$ cat src/core/dox_regs.svh
// Register offsets, field positions, codes and constants of the decode and execute block.
`ifndef DOX_REGS_SVH
`define DOX_REGS_SVH
`define DOX_A_INSTR  8'h00
`define DOX_A_STIN   8'h04
`define DOX_A_SRCV   8'h08
`define DOX_A_DSTV   8'h0c
`define DOX_A_NXTV   8'h10
`define DOX_A_WP     8'h14
`define DOX_A_SRGV   8'h18
`define DOX_A_DRGV   8'h1c
`define DOX_A_EXT1   8'h20
`define DOX_A_EXT2   8'h24
`define DOX_A_RES    8'h28
`define DOX_A_RES2   8'h2c
`define DOX_A_STOUT  8'h30
`define DOX_A_SEA    8'h34
`define DOX_A_DEA    8'h38
`define DOX_A_PTR    8'h3c
`define DOX_A_INFO   8'h40
`define DOX_ST_LGT   15
`define DOX_ST_AGT   14
`define DOX_ST_EQ    13
`define DOX_ST_C     12
`define DOX_ST_OV    11
`define DOX_ST_P     10
`define DOX_ST_X     9
`define DOX_M_REG    2'h0
`define DOX_M_IND    2'h1
`define DOX_M_SYM    2'h2
`define DOX_M_INC    2'h3
`define DOX_OP_ADD   3'h5
`define DOX_OP_CMP   3'h4
`define DOX_OP_SUB   3'h3
`define DOX_OP_SOC   3'h7
`define DOX_OP_SZC   3'h2
`define DOX_OP_MOVE  3'h6
`define DOX_OP_COC   6'h08
`define DOX_OP_CZC   6'h09
`define DOX_OP_XOR   6'h0a
`define DOX_OP_EXTOP 6'h0b
`define DOX_OP_MULT  6'h0e
`define DOX_OP_DIVD  6'h0f
`define DOX_VEC_BASE 16'h0040
`endif
$ cat src/core/dox_pkg.sv
// Types of the decode and execute block.
`default_nettype none
package dox_pkg;
  typedef enum logic {dox_idle, dox_exec} dox_state_e;
  typedef struct packed {
    logic [15:0] res;
    logic [15:0] res2;
    logic [15:0] stout;
    logic [15:0] sea;
    logic [15:0] dea;
    logic [15:0] sptr;
    logic [15:0] dptr;
    logic        wr;
    logic        wr2;
    logic        nxtmem;
    logic [1:0]  ext;
    logic [1:0]  sinc;
    logic [1:0]  dinc;
    logic        byte_op;
    logic        bad;
    logic        done;
  } dox_res_s;
  typedef struct packed {
    dox_state_e  st;
    logic [15:0] ir;
    logic [15:0] stin;
    logic [15:0] srcv;
    logic [15:0] dstv;
    logic [15:0] nxtv;
    logic [15:0] wp;
    logic [15:0] srgv;
    logic [15:0] drgv;
    logic [15:0] ext1;
    logic [15:0] ext2;
    logic        inhibit;
    logic [31:0] rdata;
    logic        err;
    dox_res_s    res;
  } dox_regs_s;
endpackage
`default_nettype wire

$ cat src/core/dox_core.sv
// Dual-operand and extended-operation decode and execute unit behind an APB slave.
`include "dox_regs.svh"
`default_nettype none
// Operation
// - Byte bit set means byte operands at byte addresses, else words.
// - Mode 00 register, 01 indirect, 10 symbolic or indexed, 11 auto-increment.
// - Register 0 never indexes; mode 10 with register 0 is absolute.
// - Byte operand in a register uses bits 0-7, bits 8-15 kept.
// - General format auto-increment adds 1 for bytes, 2 for words.
// - Both modes 10 take two extension words, source base first.
// - General opcodes add, compare, subtract, set-ones, set-zeroes, move; bit 3 byte.
// - Add and subtract update bits 0-4, others 0-2, bytes add bit 5.
// - Compare writes nothing, updates bits 0-2 and bit 5 for bytes.
// - Register-destination format increments source pointer by 2, destination is D.
// - Compare-ones sets equal when destination has ones wherever source has.
// - Compare-zeros sets equal when destination has zeros wherever source has ones.
// - Multiply stores unsigned product high in D, low in D+1, status kept.
// - Multiply into register 15 puts the low half in the following word.
// - Divide with divisor not above destination does nothing and sets overflow.
// - Divide splits D:D+1 by source into quotient D, remainder D+1.
// - Divide at register 15 uses the following memory word as D+1.
// - Extended operation sets bit 6, vectors at 40 hex plus four D.
// - New workspace gets source address as result and old status as second result.
// - No interrupt is taken right after an extended operation completes.
// - Parity set on odd ones for bytes; interrupt mask bits never change.
// - Overflow on add and subtract follows the sign rules of operands.
module dox_core (
  input  wire logic        pclk,
  input  wire logic        presetn,
  input  wire logic [7:0]  paddr,
  input  wire logic        psel,
  input  wire logic        penable,
  input  wire logic        pwrite,
  input  wire logic [31:0] pwdata,
  output logic      [31:0] prdata,
  output logic             pready,
  output logic             pslverr,
  input  wire logic        interrupt_request_in,
  output logic             interrupt_accept
);

  function automatic logic [15:0] ea_f(input logic [1:0] m, input logic [3:0] r,
                                       input logic [15:0] rv, input logic [15:0] wp,
                                       input logic [15:0] ext);
    logic [15:0] a;
    a = rv;
    if (m == `DOX_M_REG) begin
      a = wp + {11'h000, r, 1'b0};
    end else if (m == `DOX_M_SYM) begin
      a = ext + ((r != 4'h0) ? rv : 16'h0000);
    end
    return a;
  endfunction

  // Bytes are moved to the high half so that sign, carry and zero work as for words.
  function automatic logic [15:0] bsel(input logic [15:0] w, input logic odd);
    return odd ? {w[7:0], 8'h00} : {w[15:8], 8'h00};
  endfunction

  function automatic logic [15:0] merge(input logic [15:0] w, input logic [7:0] b,
                                        input logic odd);
    return odd ? {w[15:8], b} : {b, w[7:0]};
  endfunction

  dox_pkg::dox_regs_s q;
  dox_pkg::dox_regs_s next_q;
  dox_pkg::dox_res_s  rs;
  logic               gen;
  logic               fmt2;
  logic               bt;
  logic               both10;
  logic               cmp;
  logic               zcmp;
  logic               is_x;
  logic               hit;
  logic               ro;
  logic [1:0]         smode;
  logic [1:0]         dmode;
  logic [3:0]         sreg;
  logic [3:0]         dreg;
  logic [2:0]         op3;
  logic [5:0]         op6;
  logic [15:0]        sea;
  logic [15:0]        dea;
  logic [15:0]        so;
  logic [15:0]        dop;
  logic [15:0]        r;
  logic [15:0]        stn;
  logic [31:0]        rd;
  logic [16:0]        sum;
  logic [16:0]        dif;
  logic [31:0]        prod;
  logic [31:0]        dvd;
  logic [31:0]        quo;
  logic [31:0]        rem;

  always_comb begin
    next_q = q;
    op3    = q.ir[15:13];
    op6    = q.ir[15:10];
    dreg   = q.ir[9:6];
    dmode  = q.ir[11:10];
    smode  = q.ir[5:4];
    sreg   = q.ir[3:0];
    gen    = op3[2] | op3[1];
    fmt2   = (op3 == 3'h1);
    bt     = gen & q.ir[12];
    is_x   = fmt2 && (op6 == `DOX_OP_EXTOP);
    both10 = gen && (smode == `DOX_M_SYM) && (dmode == `DOX_M_SYM);
    sea    = ea_f(smode, sreg, q.srgv, q.wp, q.ext1);
    if (gen) begin
      dea = ea_f(dmode, dreg, q.drgv, q.wp, both10 ? q.ext2 : q.ext1);
    end else begin
      dea = ea_f(`DOX_M_REG, dreg, 16'h0000, q.wp, 16'h0000);
    end
    so   = bt ? bsel(q.srcv, sea[0]) : q.srcv;
    dop  = bt ? bsel(q.dstv, dea[0]) : q.dstv;
    sum  = {1'b0, dop} + {1'b0, so};
    dif  = {1'b0, dop} + {1'b0, ~so} + 17'h00001;
    prod = 32'(q.dstv) * 32'(q.srcv);
    dvd  = {q.dstv, q.nxtv};
    quo  = dvd / 32'(q.srcv);
    rem  = dvd % 32'(q.srcv);
    r    = 16'h0000;
    stn  = q.stin;
    cmp  = 1'b0;
    zcmp = 1'b0;
    rs         = '0;
    rs.done    = 1'b1;
    rs.byte_op = bt;
    rs.sea     = sea;
    rs.dea     = dea;
    rs.nxtmem  = fmt2 && (dreg == 4'hf);
    rs.ext     = {1'b0, smode == `DOX_M_SYM} + {1'b0, gen && (dmode == `DOX_M_SYM)};
    if (smode == `DOX_M_INC) begin
      rs.sinc = bt ? 2'h1 : 2'h2;
    end
    if (gen && (dmode == `DOX_M_INC)) begin
      rs.dinc = bt ? 2'h1 : 2'h2;
    end
    rs.sptr = q.srgv + {14'h0000, rs.sinc};
    rs.dptr = q.drgv + {14'h0000, rs.dinc};
    if (gen) begin
      rs.wr = 1'b1;
      zcmp  = 1'b1;
      case (op3)
        `DOX_OP_ADD: begin
          r              = sum[15:0];
          stn[`DOX_ST_C]  = sum[16];
          stn[`DOX_ST_OV] = (so[15] == dop[15]) && (r[15] != dop[15]);
        end
        `DOX_OP_SUB: begin
          r              = dif[15:0];
          stn[`DOX_ST_C]  = dif[16];
          stn[`DOX_ST_OV] = (so[15] != dop[15]) && (r[15] != dop[15]);
        end
        `DOX_OP_CMP: begin
          rs.wr = 1'b0;
          zcmp  = 1'b0;
          cmp   = 1'b1;
        end
        `DOX_OP_SOC: begin
          r = dop | so;
        end
        `DOX_OP_SZC: begin
          r = dop & ~so;
        end
        default: begin
          r = so;
        end
      endcase
      if (bt) begin
        stn[`DOX_ST_P] = cmp ? ^so[15:8] : ^r[15:8];
      end
    end else if (fmt2) begin
      case (op6)
        `DOX_OP_COC: begin
          stn[`DOX_ST_EQ] = ((so & ~dop) == 16'h0000);
        end
        `DOX_OP_CZC: begin
          stn[`DOX_ST_EQ] = ((so & dop) == 16'h0000);
        end
        `DOX_OP_XOR: begin
          r     = dop ^ so;
          rs.wr = 1'b1;
          zcmp  = 1'b1;
        end
        `DOX_OP_EXTOP: begin
          stn[`DOX_ST_X] = 1'b1;
          r             = sea;
          rs.res2       = q.stin;
          rs.dea        = `DOX_VEC_BASE + {10'h000, dreg, 2'b00};
        end
        `DOX_OP_MULT: begin
          r       = prod[31:16];
          rs.res2 = prod[15:0];
          rs.wr   = 1'b1;
          rs.wr2  = 1'b1;
        end
        `DOX_OP_DIVD: begin
          if (q.srcv <= q.dstv) begin
            stn[`DOX_ST_OV] = 1'b1;
          end else begin
            stn[`DOX_ST_OV] = 1'b0;
            r              = quo[15:0];
            rs.res2        = rem[15:0];
            rs.wr          = 1'b1;
            rs.wr2         = 1'b1;
          end
        end
        default: begin
          rs.bad = 1'b1;
        end
      endcase
    end else begin
      rs.bad = 1'b1;
    end
    if (zcmp) begin
      stn[`DOX_ST_LGT] = (r != 16'h0000);
      stn[`DOX_ST_AGT] = ~r[15] && (r != 16'h0000);
      stn[`DOX_ST_EQ]  = (r == 16'h0000);
    end
    if (cmp) begin
      stn[`DOX_ST_LGT] = (so[15] & ~dop[15]) | ((so[15] == dop[15]) & dif[15]);
      stn[`DOX_ST_AGT] = (~so[15] & dop[15]) | ((so[15] == dop[15]) & dif[15]);
      stn[`DOX_ST_EQ]  = (so == dop);
    end
    rs.stout = stn;
    rs.res   = (bt && rs.wr) ? merge(q.dstv, r[15:8], dea[0]) : r;
    next_q.res.done = 1'b0;
    if (q.st == dox_pkg::dox_exec) begin
      next_q.res     = rs;
      next_q.st      = dox_pkg::dox_idle;
      next_q.inhibit = is_x;
    end
    // Reads are sampled in the setup phase so that prdata comes from a flop.
    hit = 1'b1;
    ro  = 1'b0;
    rd  = 32'h00000000;
    if (paddr == `DOX_A_INSTR) begin
      rd = {16'h0000, q.ir};
    end else if (paddr == `DOX_A_STIN) begin
      rd = {16'h0000, q.stin};
    end else if (paddr == `DOX_A_SRCV) begin
      rd = {16'h0000, q.srcv};
    end else if (paddr == `DOX_A_DSTV) begin
      rd = {16'h0000, q.dstv};
    end else if (paddr == `DOX_A_NXTV) begin
      rd = {16'h0000, q.nxtv};
    end else if (paddr == `DOX_A_WP) begin
      rd = {16'h0000, q.wp};
    end else if (paddr == `DOX_A_SRGV) begin
      rd = {16'h0000, q.srgv};
    end else if (paddr == `DOX_A_DRGV) begin
      rd = {16'h0000, q.drgv};
    end else if (paddr == `DOX_A_EXT1) begin
      rd = {16'h0000, q.ext1};
    end else if (paddr == `DOX_A_EXT2) begin
      rd = {16'h0000, q.ext2};
    end else if (paddr == `DOX_A_RES) begin
      rd = {16'h0000, q.res.res};
      ro = 1'b1;
    end else if (paddr == `DOX_A_RES2) begin
      rd = {16'h0000, q.res.res2};
      ro = 1'b1;
    end else if (paddr == `DOX_A_STOUT) begin
      rd = {16'h0000, q.res.stout};
      ro = 1'b1;
    end else if (paddr == `DOX_A_SEA) begin
      rd = {16'h0000, q.res.sea};
      ro = 1'b1;
    end else if (paddr == `DOX_A_DEA) begin
      rd = {16'h0000, q.res.dea};
      ro = 1'b1;
    end else if (paddr == `DOX_A_PTR) begin
      rd = {q.res.dptr, q.res.sptr};
      ro = 1'b1;
    end else if (paddr == `DOX_A_INFO) begin
      rd = {18'h00000, q.st == dox_pkg::dox_exec, q.inhibit, q.res.bad, q.res.byte_op,
            q.res.dinc, q.res.sinc, q.res.ext, q.res.nxtmem, q.res.wr2, q.res.wr,
            q.res.done};
      ro = 1'b1;
    end else begin
      hit = 1'b0;
    end
    if (psel && !penable) begin
      next_q.rdata = pwrite ? 32'h00000000 : rd;
      next_q.err   = !hit || (pwrite && ro);
    end
    if (psel && penable && pwrite && hit && !ro) begin
      if (paddr == `DOX_A_INSTR) begin
        next_q.ir = pwdata[15:0];
        next_q.st = dox_pkg::dox_exec;
      end else if (paddr == `DOX_A_STIN) begin
        next_q.stin = pwdata[15:0];
      end else if (paddr == `DOX_A_SRCV) begin
        next_q.srcv = pwdata[15:0];
      end else if (paddr == `DOX_A_DSTV) begin
        next_q.dstv = pwdata[15:0];
      end else if (paddr == `DOX_A_NXTV) begin
        next_q.nxtv = pwdata[15:0];
      end else if (paddr == `DOX_A_WP) begin
        next_q.wp = pwdata[15:0];
      end else if (paddr == `DOX_A_SRGV) begin
        next_q.srgv = pwdata[15:0];
      end else if (paddr == `DOX_A_DRGV) begin
        next_q.drgv = pwdata[15:0];
      end else if (paddr == `DOX_A_EXT1) begin
        next_q.ext1 = pwdata[15:0];
      end else begin
        next_q.ext2 = pwdata[15:0];
      end
    end
  end
  always_ff @(posedge pclk or negedge presetn) begin
    if (!presetn) begin
      q <= '0;
    end else begin
      q <= next_q;
    end
  end

  assign prdata  = q.rdata;
  assign pready  = psel & penable;
  assign pslverr = psel & penable & q.err;
  // Interrupts are held off while busy and for one instruction after a vector jump.
  assign interrupt_accept = interrupt_request_in && (q.st == dox_pkg::dox_idle)
                            && !q.inhibit;
endmodule
`default_nettype wire

$ cat config.mk
export PLATFORM = sky130hd
export DESIGN_NAME = dox_core
export DESIGN_NICKNAME = d
export VERILOG_FILES = /design/src/core/dox_pkg.sv /design/src/core/dox_core.sv
export VERILOG_INCLUDE_DIRS = /design/src /design/src/core
export SDC_FILE = /design/constraint.sdc
export NUM_CORES = 2
export LEC_CHECK = 0
export BUFFER_PORTS_ARGS = -buffer_cell sky130_fd_sc_hd__buf_2
export CAP_MARGIN = 15
export CORE_MARGIN = 2
export CORE_UTILIZATION = 50
export CTS_CLUSTER_SIZE = 12
export DETAILED_ROUTE_END_ITERATION = 10
export MAX_ROUTING_LAYER = met4
export PLACE_DENSITY = 0.72
export SYNTH_ARGS = -nofsm -noshare
export SYNTH_HDL_FRONTEND = slang
export SYNTH_SLANG_ARGS = --single-unit
$ cat constraint.sdc
create_clock -name pclk -period 123.1 [get_ports pclk]
set_input_delay 12.31 -clock pclk [delete_from_list [all_inputs] [get_ports pclk]]
set_output_delay 12.31 -clock pclk [all_outputs]
set_load 0.03 [all_outputs]
Word-level counts from Yosys, hierarchy flattened
Index checks and enable logic that the tools add are counted.
{"block": "classes", "bitwise": 29, "eq_ne": 38, "muxes": 128, "n_reduce_logical": 46, "div_mod_pow": 2, "multipliers": 1, "order_cmp": 1, "n_addsub": 11}
{"operator": "2-to-1 mux 32 bit", "count": 18}
{"operator": "2-to-1 mux 16 bit", "count": 33}
{"operator": "2-to-1 mux 161 bit", "count": 1}
{"operator": "2-to-1 mux 144 bit", "count": 1}
{"operator": "2-to-1 mux 128 bit", "count": 1}
{"operator": "2-to-1 mux 112 bit", "count": 1}
{"operator": "2-to-1 mux 96 bit", "count": 1}
{"operator": "2-to-1 mux 80 bit", "count": 1}
{"operator": "one-hot mux 16 bit (5 select lines)", "count": 1}
{"operator": "equality test 8 x 6 -> 1 bit (second input constant)", "count": 8}
{"operator": "2-to-1 mux 64 bit", "count": 1}
{"operator": "one-hot mux 16 bit (4 select lines)", "count": 1}
{"operator": "2-to-1 mux 1 bit", "count": 53}
{"operator": "bitwise AND 16 bit", "count": 3}
{"operator": "logical NOT 16 bit", "count": 3}
{"operator": "2-to-1 mux 48 bit", "count": 1}
{"operator": "one-hot mux 16 bit (3 select lines)", "count": 1}
{"operator": "equality test 6 x 4 -> 1 bit (second input constant)", "count": 6}
{"operator": "adder 16 x 16 -> 17 bit", "count": 2}
{"operator": "adder 16 bit", "count": 2}
{"operator": "adder 16 x 2 -> 16 bit", "count": 2}
{"operator": "adder 16 x 5 -> 16 bit", "count": 2}
{"operator": "divider 32 x 16 -> 32 bit", "count": 1}
{"operator": "equality test 8 x 5 -> 1 bit (second input constant)", "count": 4}
{"operator": "other kinds (48)", "count": 108}
{"block": "word_totals", "ff_bits": 319, "input_bits": 46, "elab_cells": 286}

Logic depth before layout (Yosys ltp)
{"block": "logic_depth", "depth_word": 21, "ltp_mapped": 473}

Least setup slack after synthesis
Ideal clock, no wire load.
{"block": "synth_path", "path_type": "reg-to-reg", "startpoint": "register q[270] (netlist bit)", "endpoint": "register q[101] (netlist bit)", "slack_ns": 30.461, "synth_period_minus_slack_ns": 92.639, "arrival_time_ns": 92.497, "required_ns": 122.958, "stages_incl_launch_ff": 451, "setup_time_ns": 0.142, "path_buffers": 43, "path_cell_list": "dfrtp_1 > clkbuf_1 > clkinv_1 > ha_1 > or2_2 > nand3_1 > o21ai_0 > o31ai_1 > ha_1 > o21a_1 > o21ai_0 > o21a_1 > nor2_1 > ha_1 > o21a_1 > o21ai_0 > a21oi_2 > o31ai_1 > [415 not listed] > a21o_1 > a21o_1 > a21o_1 > a21o_1 > a21o_1 > a21o_1 > a21o_1 > a21o_1 > o21ai_0 > nand2b_1 > a21oi_1 > nand3_1 > or4b_1 > a2111oi_4 > nand3_4 > buf_6 > mux2i_1 > o221ai_1"}
{"block": "synth_via", "elab_chain_len": 5, "word_cells_on_any_way": 7}
{"element": "start, declared", "line_no": "dox_core.sv:65", "source": "dox_pkg::dox_regs_s q;"}
{"element": "start signal, assigned", "line_no": "dox_core.sv:319", "source": "q <= next_q;"}
{"element": "modulo 32 x 16 -> 32 bit / <= comparator 16 bit (equally long branches)", "line_no": "dox_core.sv:123, dox_core.sv:201"}
{"element": "2-to-1 mux 16 bit", "line_no": "dox_core.sv:201", "source": "if (q.srcv <= q.dstv) begin"}
{"element": "one-hot mux 16 bit (3 select lines) *", "line_no": "dox_core.sv:176", "source": "case (op6)"}
{"element": "2-to-1 mux 16 bit *", "line_no": "dox_core.sv:175", "source": "end else if (fmt2) begin"}
{"element": "2-to-1 mux 16 bit *", "line_no": "dox_core.sv:143", "source": "if (gen) begin"}
Mark *: on every way between the ends. The rest lies on a longest branch, timed or not.
A chain may end at the register's enable or synchronous reset.

Worst setup path after layout
{"block": "layout_path", "startpoint": "register q[270] (netlist bit)", "endpoint": "register q[103] (netlist bit)"}
Same word-level chain as after synthesis.

==> flow_metrics.py <==
metrics = {
    "worst_hold_path": {
        "hold_end": "q[13]$_DFFE_PN0P_",
        "holdPathStages": 2,
        "hp-start": "q[13]$_DFFE_PN0P_",
        "hp-class": "flop to flop",
    },
    "synthesis": {
        "syn-cell-area_sq_um": 52900,
        "synth_edf_count": 0,
        "synth_most_common_cell": "nand2_1",
        "synth_ff_type": "dfrtp_1",
        "synth_cells": 6686,
        "ys_seq_elements": 319,
        "avgSynthCellArea_sq_um": 7.91,
        "synth_commonest_cells": "731 x nand2_1, 638 x ha_1, 583 x nor2_1",
        "synth.area.top_cells": "dfrtp_1 15%, ha_1 15%, fa_1 7.8%, mux2_2 5.2%, nand2_1 5.2%",
        "synth_largest_area_cell": "dfrtp_1",
        "synth_warnings": 0,
        "ys_seq_area_frac": 0.151,
        "ys_types": 135,
        "synth_top_cell_area_share": 0.151,
        "synth_nets": 7575,
        "synth-async-reset-ratio": 1.00,
    },
    "floorplan": {
        "die_area_sq_um": 108000,
        "io_pins": 81,
        "fp.dieH_um": 329,
        "initial_core_util": 0.503,
        "num_rows": 119,
        "die_width_um": 329,
        "coreArea_sq_um": 105000,
    },
    "drt": {
        "wl_mm": 193,
        "drcViolationCount": 0,
        "routedWlPerCell_um": 24.2,
        "via_count": 52200,
        "drtIter0Drc": 5758,
        "viasPerCell": 6.54,
        "ant_nets": 0,
        "dr.pass1.iters": 6,
    },
    "clocking": {
        "ctsResizeCount": 0,
        "hold_buffers": 0,
        "post_cts_buffers": 0,
        "cts_inserted_buffers": 36,
        "clock-sinks": 319,
        "cts_tree": "built",
        "clkTransAtPathRegs_ns": 0.06,
        "clockBufferDepth": 3,
        "cts-root-buf": "clkbuf_16",
        "clkLatencyLatePin_ns": 0.59,
        "h-tree-depth": 2,
    },
    "final_layout": {
        "nets": 7444,
        "syn_to_final_growth_pct": 5.15,
        "drive_gt1_frac": 0.0970,
    },
    "placed_design": {
        "place.gp.congestion": 1.13,
        "hpwl_mm": 146,
        "port_buffers": 64,
    },
    "status": {
        "status": "finished, final reports clean",
    },
    "setup_path": {
        "reg2regPathDepth": 417,
        "worst_ep_required_time_ns": 123.53,
        "cpPeakStageDelay_ns": 1.05,
        "end_kind": "flop",
        "worstSetupStartpointType": "flop",
        "crit_path_frequent_cell": "o21a_1",
        "r2r_start": "q[270]$_DFFE_PN0P_",
        "critPathSlowestCell": "dfrtp_1",
        "criticalPathCategory": "flop to flop",
        "critPathMaxFanout": 35,
        "critPathLaunch": "q[270]$_DFFE_PN0P_",
        "worstPathArrival_ns": 106.75,
        "rrSetupSlack_ns": 16.78,
        "r2r_end": "q[103]$_DFFE_PN0P_",
    },
    "timing": {
        "rsz0062_at_grt": "no",
        "drv_slew": 0,
        "hold_viol": 0,
        "slew_headroom": 0.125,
        "finalCritPeriodShare": 0.864,
        "clock_skew_ns": 0.0189,
        "fmax_mhz": 9.41,
        "tightestPinTransition_ns": 1.30,
        "setup_tns_ns": 0,
        "final-setup-viol-count": 0,
        "min_period_ns": 106.32,
    },
    "power_and_ir_drop": {
        "power_leakage_nw": 26.0,
        "ir_drop_mv": 0.0645,
        "clockPowerShare": 0.089,
        "power_frac_comb": 0.822,
        "seqPwrFrac": 0.089,
        "p_sw_frac": 0.548,
        "switchingPower_mw": 0.665,
        "p_per_area_nw_per_um2": 21.8,
        "p_int_mw": 0.549,
        "total_power_mw": 1.21,
    },
    "global_route": {
        "grt_pass1_wl_mm": 294,
        "overflow": 0,
        "antenna_found_initial": 9,
        "track_usage": 0.360,
        "grt_pass1_vias": 49300,
        "grt_max_degree": 102,
    },
    "flow_run": {
        "drv_cap": 0,
    },
}
## stage by stage
stage / hold slack (ns) / instance area (sq um) / instances / util / worst slack [ns]
2_1_floorplan: 0.352 / 52900 / 6686 / - / 30.46
3_5_place_dp: 0.470 / 54400 / 7906 / 0.517 / 19.01
6_report: 0.481 / 55600 / 7987 / 0.529 / 16.78
3_3_place_gp: 0.461 / 54400 / 7906 / 0.517 / 20.68
5_1_grt: 0.504 / 55600 / 7979 / 0.529 / 9.11
4_1_cts: 0.486 / 55500 / 7967 / 0.528 / 18.71
## worst max path at each step
stage / endpoint / depth (start not counted) / slack [ns]
after CTS: q[105]$_DFFE_PN0P_ / 417 / 18.71
after detailed placement: q[105]$_DFFE_PN0P_ / 418 / 19.01
after global placement: q[105]$_DFFE_PN0P_ / 416 / 20.68
after floorplan: q[101]$_DFFE_PN0P_ / 450 / 30.46
final: q[103]$_DFFE_PN0P_ / 417 / 16.78
after global routing: q[104]$_DFFE_PN0P_ / 422 / 9.11
## layout make-up
class                      count  area (sq um)
antenna                       18          45.0
clock inverter                10          93.8
inverter                     424          1590
fill                       10100         49500
tap                         1391          1740
multi-input combinational   5591         41900
sequential                   319          7990
clock buffer                  51          1040
timing repair buffer         183          1250
## state kept, by name, indices dropped and copies added (netlist names)
register and flops:
dreg 4, q 245, dmode 2, prdata 32, op6 1, op3 3, dvd 32
## cell families (layout without fill, tap and decap cells)
family / count (synthesis) / in the layout / share of synthesized area
other: 0 / 18 / 0
buffers and inverters: 776 / 668 / 0.0586
AOI/OAI and AO/OA: 1896 / 1896 / 0.244
xor gates and xnor gates: 302 / 302 / 0.0502
DFF: 319 / 319 / 0.151
adders and majority gates: 843 / 843 / 0.229
and+or+nand+nor: 2225 / 2225 / 0.200
muxes: 325 / 325 / 0.0674
## worst max-delay path: cells and delay by family, from the launching register on
kind                     cells  cell delay, ns
AO/OA/AOI/OAI              255           61.75
AND/OR/NAND/NOR            103           26.54
adder cells (fa/ha/maj)     32           10.14
buffers and inverters       21            4.08
multiplexers                 6            2.28
flip-flops                   1            1.05
## per-layer routing
layer / up-vias / routed length (um) / GRT usage
met3: 569 / 20200 / 0.0736
met4: 0 / 10700 / 0.169
met5: - / 0 / -
met1: 25300 / 79100 / 0.464
li1: 23900 / - / -
met2: 2490 / 83100 / 0.540
## power by group through the flow
stage	logic, mW	clock network [mW]	registers, mW
floorplan	0.770	0	0.109
global placement	0.949	0	0.110
detailed placement	0.976	0	0.110
CTS	0.984	0.109	0.108
global route	1.11	0.113	0.108
finish	0.998	0.108	0.108
## placed cells by master (no fill, tap or decap), drive strengths merged, types with 48 or more instances in the layout
master  count
nand4      58
o22ai      48
inv       409
o211ai     55
nor2      586
nand3     117
nand2     732
a31oi      57
a21o      135
o21bai     56
o221ai     52
ha        638
and2       76
nor3      257
or3        50
xor2      110
clkbuf     51
nor2b      63
mux2      247
mux2i      78
o31ai     130
xnor2     192
nand2b     63
or2        58
a211oi     58
fa        205
o21a      196
buf       183
dfrtp     319
nor4       49
o21ai     310
a21oi     468
Note: power is estimated with default switching activity, not from simulation.
